[config.mk]
export PLATFORM = sky130hd
export DESIGN_NAME = bit_timer
export DESIGN_NICKNAME = d
export VERILOG_FILES = /design/src/common/bit_pkg.sv /design/src/rtl/bit_channel.sv /design/src/rtl/bit_timer.sv
export VERILOG_INCLUDE_DIRS = /design/src /design/src/common
export SDC_FILE = /design/constraint.sdc
export NUM_CORES = 1
export LEC_CHECK = 0
export ABC_AREA = 1
export BUFFER_PORTS_ARGS = -buffer_cell sky130_fd_sc_hd__buf_2
export CAP_MARGIN = 10
export CORE_MARGIN = 5
export CORE_UTILIZATION = 40
export CTS_BUF_LIST = sky130_fd_sc_hd__clkbuf_4 sky130_fd_sc_hd__clkbuf_8
export DETAILED_ROUTE_END_ITERATION = 7
export SLEW_MARGIN = 40
export SYNTH_ARGS = -nofsm -noshare
export SYNTH_HDL_FRONTEND = slang
export SYNTH_SLANG_ARGS = --single-unit
[constraint.sdc]
create_clock -name mclk_i -period 2.2 [get_ports mclk_i]
set_input_delay 0.22 -clock mclk_i [delete_from_list [all_inputs] [get_ports mclk_i]]
set_output_delay 0.22 -clock mclk_i [all_outputs]
set_load 0.01 [all_outputs]
[src/common/bit_defs.svh]
/*
  Constants for the three-instance basic interval timer: mode codes, widths,
  reset values and pin synchroniser depth.
  Assumes inclusion by bare name from the package; the design files only use its macros.
*/
`ifndef BIT_DEFS_SVH
`define BIT_DEFS_SVH

// ----------------------------------------
// Sizes
// ----------------------------------------
`define BIT_CNT_W      16
`define BIT_PSC_W      16
`define BIT_NUM_INST   3
`define BIT_SYNC_DEPTH 2

// ----------------------------------------
// Mode codes
// ----------------------------------------
`define BIT_MODE_INT   2'h0
`define BIT_MODE_EXT   2'h1
`define BIT_MODE_TRIG  2'h2
`define BIT_MODE_GATE  2'h3

// ----------------------------------------
// Reset values
// ----------------------------------------
`define BIT_CNT_RST    16'h0000
`define BIT_TOG_RST    1'b0

`endif

[src/common/bit_pkg.sv]
/*
  Types for the basic interval timer.
  Assumes bit_defs.svh is on the include path.
*/
`include "bit_defs.svh"
package bit_pkg;
  typedef enum logic [1:0] {
    BIT_INTERNAL = 2'b00,
    BIT_EXTERNAL = 2'b01,
    BIT_TRIGGER  = 2'b10,
    BIT_GATED    = 2'b11
  } bit_mode_t;
endpackage

[src/rtl/bit_channel.sv]
/*
  One basic interval timer instance: pin synchroniser, prescaler, up counter
  with auto-reload, mode control and toggle pair.
  Assumes one clock mclk_i; ext pin is asynchronous to it.
*/
`timescale 1ns/1ps
module bit_channel
  import bit_pkg::*;
#(
  parameter int CNT_W = `BIT_CNT_W,
  parameter int PSC_W = `BIT_PSC_W
) (
  // Clock and reset
  input  wire logic             mclk_i,
  input  wire logic             rst_n_i,
  // Control
  input  wire logic             enable_i,
  input  wire bit_mode_t        mode_i,
  input  wire logic [PSC_W-1:0] psc_i,
  input  wire logic [CNT_W-1:0] reload_i,
  input  wire logic             trig_pol_i,
  input  wire logic             cnt_clr_i,
  // Pin
  input  wire logic             ext_trigger_in_i,
  // Status and pins
  output logic [CNT_W-1:0]      count_o,
  output logic                  update_o,
  output logic                  trigger_o,
  output logic                  running_o,
  output logic                  toggle_out_pos_o,
  output logic                  toggle_out_neg_o
);

  // ----------------------------------------
  // State
  // ----------------------------------------
  logic             sync1_q, sync2_q, prev_q;
  logic             sync1_d, sync2_d, prev_d;
  logic [PSC_W-1:0] psc_q, psc_d;
  logic [CNT_W-1:0] cnt_q, cnt_d;
  logic             run_q, run_d;
  logic             tog_q, tog_d;
  logic             upd_q, upd_d;
  logic             trg_q, trg_d;
  logic             lvl;
  logic             edge_s;
  logic             src_tick;
  logic             tick;

  // ----------------------------------------
  // Next-state
  // ----------------------------------------
  always_comb begin
    sync1_d = ext_trigger_in_i;
    sync2_d = sync1_q;
    // Only the second stage feeds logic
    lvl     = sync2_q ^ trig_pol_i;
    // Edge on raw synced pin; reset zeros fake a rising edge if the pin is high, never a falling one
    prev_d  = sync2_q;
    edge_s  = trig_pol_i ? (~sync2_q & prev_q) : (sync2_q & ~prev_q);
    run_d   = run_q;
    unique case (mode_i)
      BIT_INTERNAL: run_d = enable_i;
      BIT_EXTERNAL: run_d = enable_i;
      BIT_TRIGGER:  run_d = enable_i & (run_q | edge_s);
      BIT_GATED:    run_d = enable_i & lvl;
    endcase
    src_tick = (mode_i == BIT_EXTERNAL) ? edge_s : 1'b1;
    psc_d    = psc_q;
    tick     = 1'b0;
    if (run_q & src_tick) begin
      if (psc_q >= psc_i) begin
        psc_d = '0;
        tick  = 1'b1;
      end else begin
        psc_d = psc_q + 1'b1;
      end
    end
    cnt_d = cnt_q;
    tog_d = tog_q;
    upd_d = 1'b0;
    if (tick) begin
      if (cnt_q >= reload_i) begin
        cnt_d = '0;
        upd_d = 1'b1;
        tog_d = ~tog_q;
      end else begin
        cnt_d = cnt_q + 1'b1;
      end
    end
    if (cnt_clr_i) begin
      cnt_d = '0;
      psc_d = '0;
    end
    trg_d = edge_s & enable_i & (mode_i == BIT_TRIGGER);
    if (!enable_i) begin
      psc_d = '0;
    end
  end

  always_ff @(posedge mclk_i or negedge rst_n_i) begin
    if (!rst_n_i) begin
      sync1_q <= 1'b0;
      sync2_q <= 1'b0;
      prev_q  <= 1'b0;
      psc_q   <= '0;
      cnt_q   <= `BIT_CNT_RST;
      run_q   <= 1'b0;
      tog_q   <= `BIT_TOG_RST;
      upd_q   <= 1'b0;
      trg_q   <= 1'b0;
    end else begin
      sync1_q <= sync1_d;
      sync2_q <= sync2_d;
      prev_q  <= prev_d;
      psc_q   <= psc_d;
      cnt_q   <= cnt_d;
      run_q   <= run_d;
      tog_q   <= tog_d;
      upd_q   <= upd_d;
      trg_q   <= trg_d;
    end
  end

  assign toggle_out_pos_o = tog_q;
  assign toggle_out_neg_o = ~tog_q;
  assign count_o          = cnt_q;
  assign update_o         = upd_q;
  assign trigger_o        = trg_q;
  assign running_o        = run_q;
endmodule

[src/rtl/bit_timer.sv]
/*
  Three independent basic interval timers with per-instance control ports,
  update and trigger interrupt requests, toggle pairs and trigger pins.
  Assumes control inputs come from logic on mclk_i; pins are asynchronous.
*/
`timescale 1ns/1ps
module bit_timer
  import bit_pkg::*;
#(
  parameter int NUM   = `BIT_NUM_INST,
  parameter int CNT_W = `BIT_CNT_W,
  parameter int PSC_W = `BIT_PSC_W
) (
  // Clock and reset
  input  wire logic                      mclk_i,
  input  wire logic                      rst_n_i,
  // Control per instance
  input  wire logic [NUM-1:0]            enable_i,
  input  wire logic [NUM-1:0][1:0]       mode_i,
  input  wire logic [NUM-1:0][PSC_W-1:0] psc_i,
  input  wire logic [NUM-1:0][CNT_W-1:0] reload_i,
  input  wire logic [NUM-1:0]            trig_pol_i,
  input  wire logic [NUM-1:0]            cnt_clr_i,
  input  wire logic [NUM-1:0]            upd_irq_en_i,
  input  wire logic [NUM-1:0]            trg_irq_en_i,
  // Pins
  input  wire logic [NUM-1:0]            ext_trigger_in_i,
  output logic      [NUM-1:0]            toggle_out_pos_o,
  output logic      [NUM-1:0]            toggle_out_neg_o,
  // Status
  output logic      [NUM-1:0][CNT_W-1:0] count_o,
  output logic      [NUM-1:0]            running_o,
  output logic      [NUM-1:0]            update_irq_o,
  output logic      [NUM-1:0]            trigger_irq_o
);

  logic [NUM-1:0] upd;
  logic [NUM-1:0] trg;

  // ----------------------------------------
  // Instances
  // ----------------------------------------
  // independent copies
  for (genvar g = 0; g < NUM; g++) begin : g_inst
    bit_channel #(
      .CNT_W (CNT_W),
      .PSC_W (PSC_W)
    ) u_ch (
      .mclk_i           (mclk_i),
      .rst_n_i          (rst_n_i),
      .enable_i         (enable_i[g]),
      .mode_i           (bit_mode_t'(mode_i[g])),
      .psc_i            (psc_i[g]),
      .reload_i         (reload_i[g]),
      .trig_pol_i       (trig_pol_i[g]),
      .cnt_clr_i        (cnt_clr_i[g]),
      .ext_trigger_in_i (ext_trigger_in_i[g]),
      .count_o          (count_o[g]),
      .update_o         (upd[g]),
      .trigger_o        (trg[g]),
      .running_o        (running_o[g]),
      .toggle_out_pos_o (toggle_out_pos_o[g]),
      .toggle_out_neg_o (toggle_out_neg_o[g])
    );

  end

  assign update_irq_o  = upd & upd_irq_en_i;
  assign trigger_irq_o = trg & trg_irq_en_i;
endmodule
==> impl_metrics.tcl <==
set metrics [dict create \
    clockRootBuffer "clkbuf_8" \
    cts_tree "done" \
    grt_pass1_vias 8416 \
    max_freq_mhz 492.4 \
    slew_viol_final 0 \
    first_pass_iters 5 \
    ant_nets 0 \
    initial_core_util_pct 40.94 \
    hold_depth 3 \
    drt-initial-drc-count 422 \
    synthDistinctLibCells 39 \
    vias 8863 \
    crit_fanout 18 \
    p_leak_nw 6.816 \
    track_usage_pct 18.18 \
    drc_errors 0 \
    syn_area_mm2 0.009326 \
    synth_common_cells "nand2_1, inv_1, nand3_1" \
    path_clk_slew_ns 0.08 \
    synthTopCellsByArea "dfrtp_1, nand2_1, ha_1" \
    hp-class "in2reg" \
    status "complete, no violations" \
    core_area_mm2 0.02278 \
    drv_cap 0 \
    synth_top_area_share_pct 31.39 \
    totalWireLength_mm 24.07 \
    ff2ff_path_depth 8 \
    slew_headroom_pct 61.65 \
    die_h_um 162.7 \
    fp.dieW_um 162.7 \
    yosys_warnings 0 \
    design_area_mm2 0.01146 \
    antenna_found_initial 2 \
    rr_endpoint "g_inst[1].u_ch.psc_q[2]$_DFFE_PN0P_" \
    grt_max_degree 54 \
    r2r_start "g_inst[1].u_ch.psc_q[9]$_DFFE_PN0P_" \
    layout-drive-gt1-share_pct 19.19 \
    min_to "g_inst[2].u_ch.running_o$_DFF_PN0_" \
    syn_area_per_cell_um2 7.018 \
    r2r_setup_slack_ns 0.17 \
    place.detailed.hpwl_mm 18.95 \
    synth-edff-count 0 \
    p_per_area_mw_per_mm2 438.8 \
    cp-start-kind "flop" \
    die_area_mm2 0.02647 \
    syn_nets 1553 \
    setup_viol 0 \
    path_class "reg2reg" \
    yosysTopAreaCell "dfrtp_1" \
    clock_sinks 117 \
    grt_first_pass_wirelength_mm 39.91 \
    ys_async_sr_fraction_pct 100.0 \
    rsz0062_at_grt "no" \
    synth_cells 1329 \
    syn2layout_area_growth_pct 22.83 \
    routed_via_density 4.682 \
    vdd_drop_max_mv 0.3608 \
    num_rows 55 \
    hold_start "enable_i[2]" \
    numCtsBuffers 17 \
    ioPinCount 185 \
    worst_ep_arrival_time_ns 2.40 \
    post_drt_wl_per_cell_um 12.72 \
    grt.overflow.total 0 \
    finClkSkew_ns 0.01410 \
    dominantRegCellSynth "dfrtp_1" \
    worstSkewPairLatency_ns 0.44 \
    setup-tns-final_ns 0 \
    clock_path_buffers 2 \
    endpoint_kind "flop" \
    port-buffer-count 184 \
    place_area_mm2 0.01078 \
    ys_ff_latch 117 \
    post-route-min-period_ns 2.031 \
    gp_congestion 0.8351 \
    hold_violations 0 \
    synth.most_common_cell "nand2_1" \
    cts.htree.levels 4 \
    fin_crit_sh_pct 92.31 \
    seq_area_frac_synth_pct 31.39 \
    tightest_slew_ns 0.5709 \
    nets 1791 \
    worstPathRequired_ns 2.57 \
]
## sequential cells by signal (all words and copies together) (netlist names)
signal / count
g_inst.u_ch.toggle_out_pos_o: 3
g_inst.u_ch.prev_q: 3
g_inst.u_ch.sync1_q: 3
g_inst.u_ch.trigger_o: 3
g_inst.u_ch.prev_d: 3
g_inst.u_ch.running_o: 3
g_inst.u_ch.psc_q: 48
g_inst.u_ch.update_o: 3
g_inst.u_ch.count_o: 48
## through the flow
stage                     setup WS, ns  hold slack (ns)  total power [mW]  util (%)  instances
after floorplan                 0.4219         -0.07559             2.479         -       1329
after global placement          0.1995           0.1701             2.699     47.34       1844
after detailed placement        0.1228           0.1714             2.709     47.34       1844
after CTS                      0.08438          0.03106             5.109     50.05       1890
after global routing          0.007407          0.03369             5.278     50.29       1893
final                           0.1693          0.07293             5.027     50.29       1893
## layout make-up
type	count	area [um^2]
Inverter	245	919.6
Antenna cell	1	2.502
Tap cell	313	391.6
Clock inverter	7	141.4
Sequential cell	117	2928
Multi-Input combinational cell	940	5285
Timing Repair Buffer	246	1464
Fill cell	2328	11320
Clock buffer	24	324.1
## repair_timing
action                     in CTS  in global routing
hold endpoints to repair       33                  0
setup endpoints to repair       0                 41
gates resized for setup         0                  2
setup buffers                   0                  2
hold buffers                   15                  0
## metal layers
| layer | vias up | part of all wire (%) | GRT usage [%] | wire length [um] |
|---|---|---|---|---|
| met2 | 200 | 47 | 30.13 | 11390 |
| met3 | 22 | 5.0 | 3.948 | 1213 |
| li1 | 4667 | - | - | - |
| met4 | 2 | 0.96 | 3.622 | 230 |
| met1 | 3972 | 47 | 24.60 | 11220 |
| met5 | - | 0.050 | 0 | 12 |
## worst max path at each step
stage / from / endpoint / slack [ns] / cells past startpoint
floorplan: g_inst[0].u_ch.count_o[11]$_DFFE_PN0P_ / g_inst[0].u_ch.count_o[8]$_DFFE_PN0P_ / 0.42 / 9
global placement: g_inst[1].u_ch.psc_q[9]$_DFFE_PN0P_ / g_inst[1].u_ch.psc_q[2]$_DFFE_PN0P_ / 0.20 / 8
detailed placement: g_inst[0].u_ch.psc_q[9]$_DFFE_PN0P_ / g_inst[0].u_ch.psc_q[10]$_DFFE_PN0P_ / 0.12 / 8
CTS: g_inst[0].u_ch.psc_q[9]$_DFFE_PN0P_ / g_inst[0].u_ch.psc_q[10]$_DFFE_PN0P_ / 0.08 / 8
global route: g_inst[1].u_ch.psc_q[9]$_DFFE_PN0P_ / g_inst[1].u_ch.psc_q[2]$_DFFE_PN0P_ / 0.007 / 8
finish: g_inst[1].u_ch.psc_q[9]$_DFFE_PN0P_ / g_inst[1].u_ch.psc_q[2]$_DFFE_PN0P_ / 0.17 / 8
## layout by cell type, fill, tap and decap left out, drive strengths merged
cell type and n:
o31ai 3, clkinvlp 1, o21a 3, dlygate4sd3 15
nand4 26, dfrtp 117, clkbuf 24, bufinv 4
buf 231, o22ai 1, nor4 3, nand2 371
nor3 26, o21ai 25, nor2 124, nand3b 2
xnor2 9, inv 244, xor2 38, nor3b 2
ha 102, a21o 3, a31oi 2, a21oi 57
nand3 141, and2 2, diode 1, clkinv 3
## power by group
part           leakage [nW]  internal [mW]  switching (mW)  total (mW)
clock network         0.235           1.43           0.913        2.34
registers              1.61           2.17          0.0124        2.18
logic                  4.97          0.205           0.305       0.509
## kinds of logic after synthesis
kind of cell / count (synthesis) / synth area share (%)
and+or+nand+nor: 697 / 32.77
buffers and inverters: 272 / 12.09
DFF: 117 / 31.39
adders and majority gates: 102 / 13.68
AOI/OAI and AO/OA: 94 / 5.648
xor gates and xnor gates: 47 / 4.414
## critical path, stage by stage (launching register included)
cell	delay, ns
dfrtp_1	0.44
ha_1	0.31
a21oi_1	0.15
o21ai_1	0.09
a21oi_2	0.30
nand2_2	0.19
nand2_8	0.18
nand2_2	0.15
a21oi_1	0.14
Note: power is estimated with default switching activity, not from simulation.
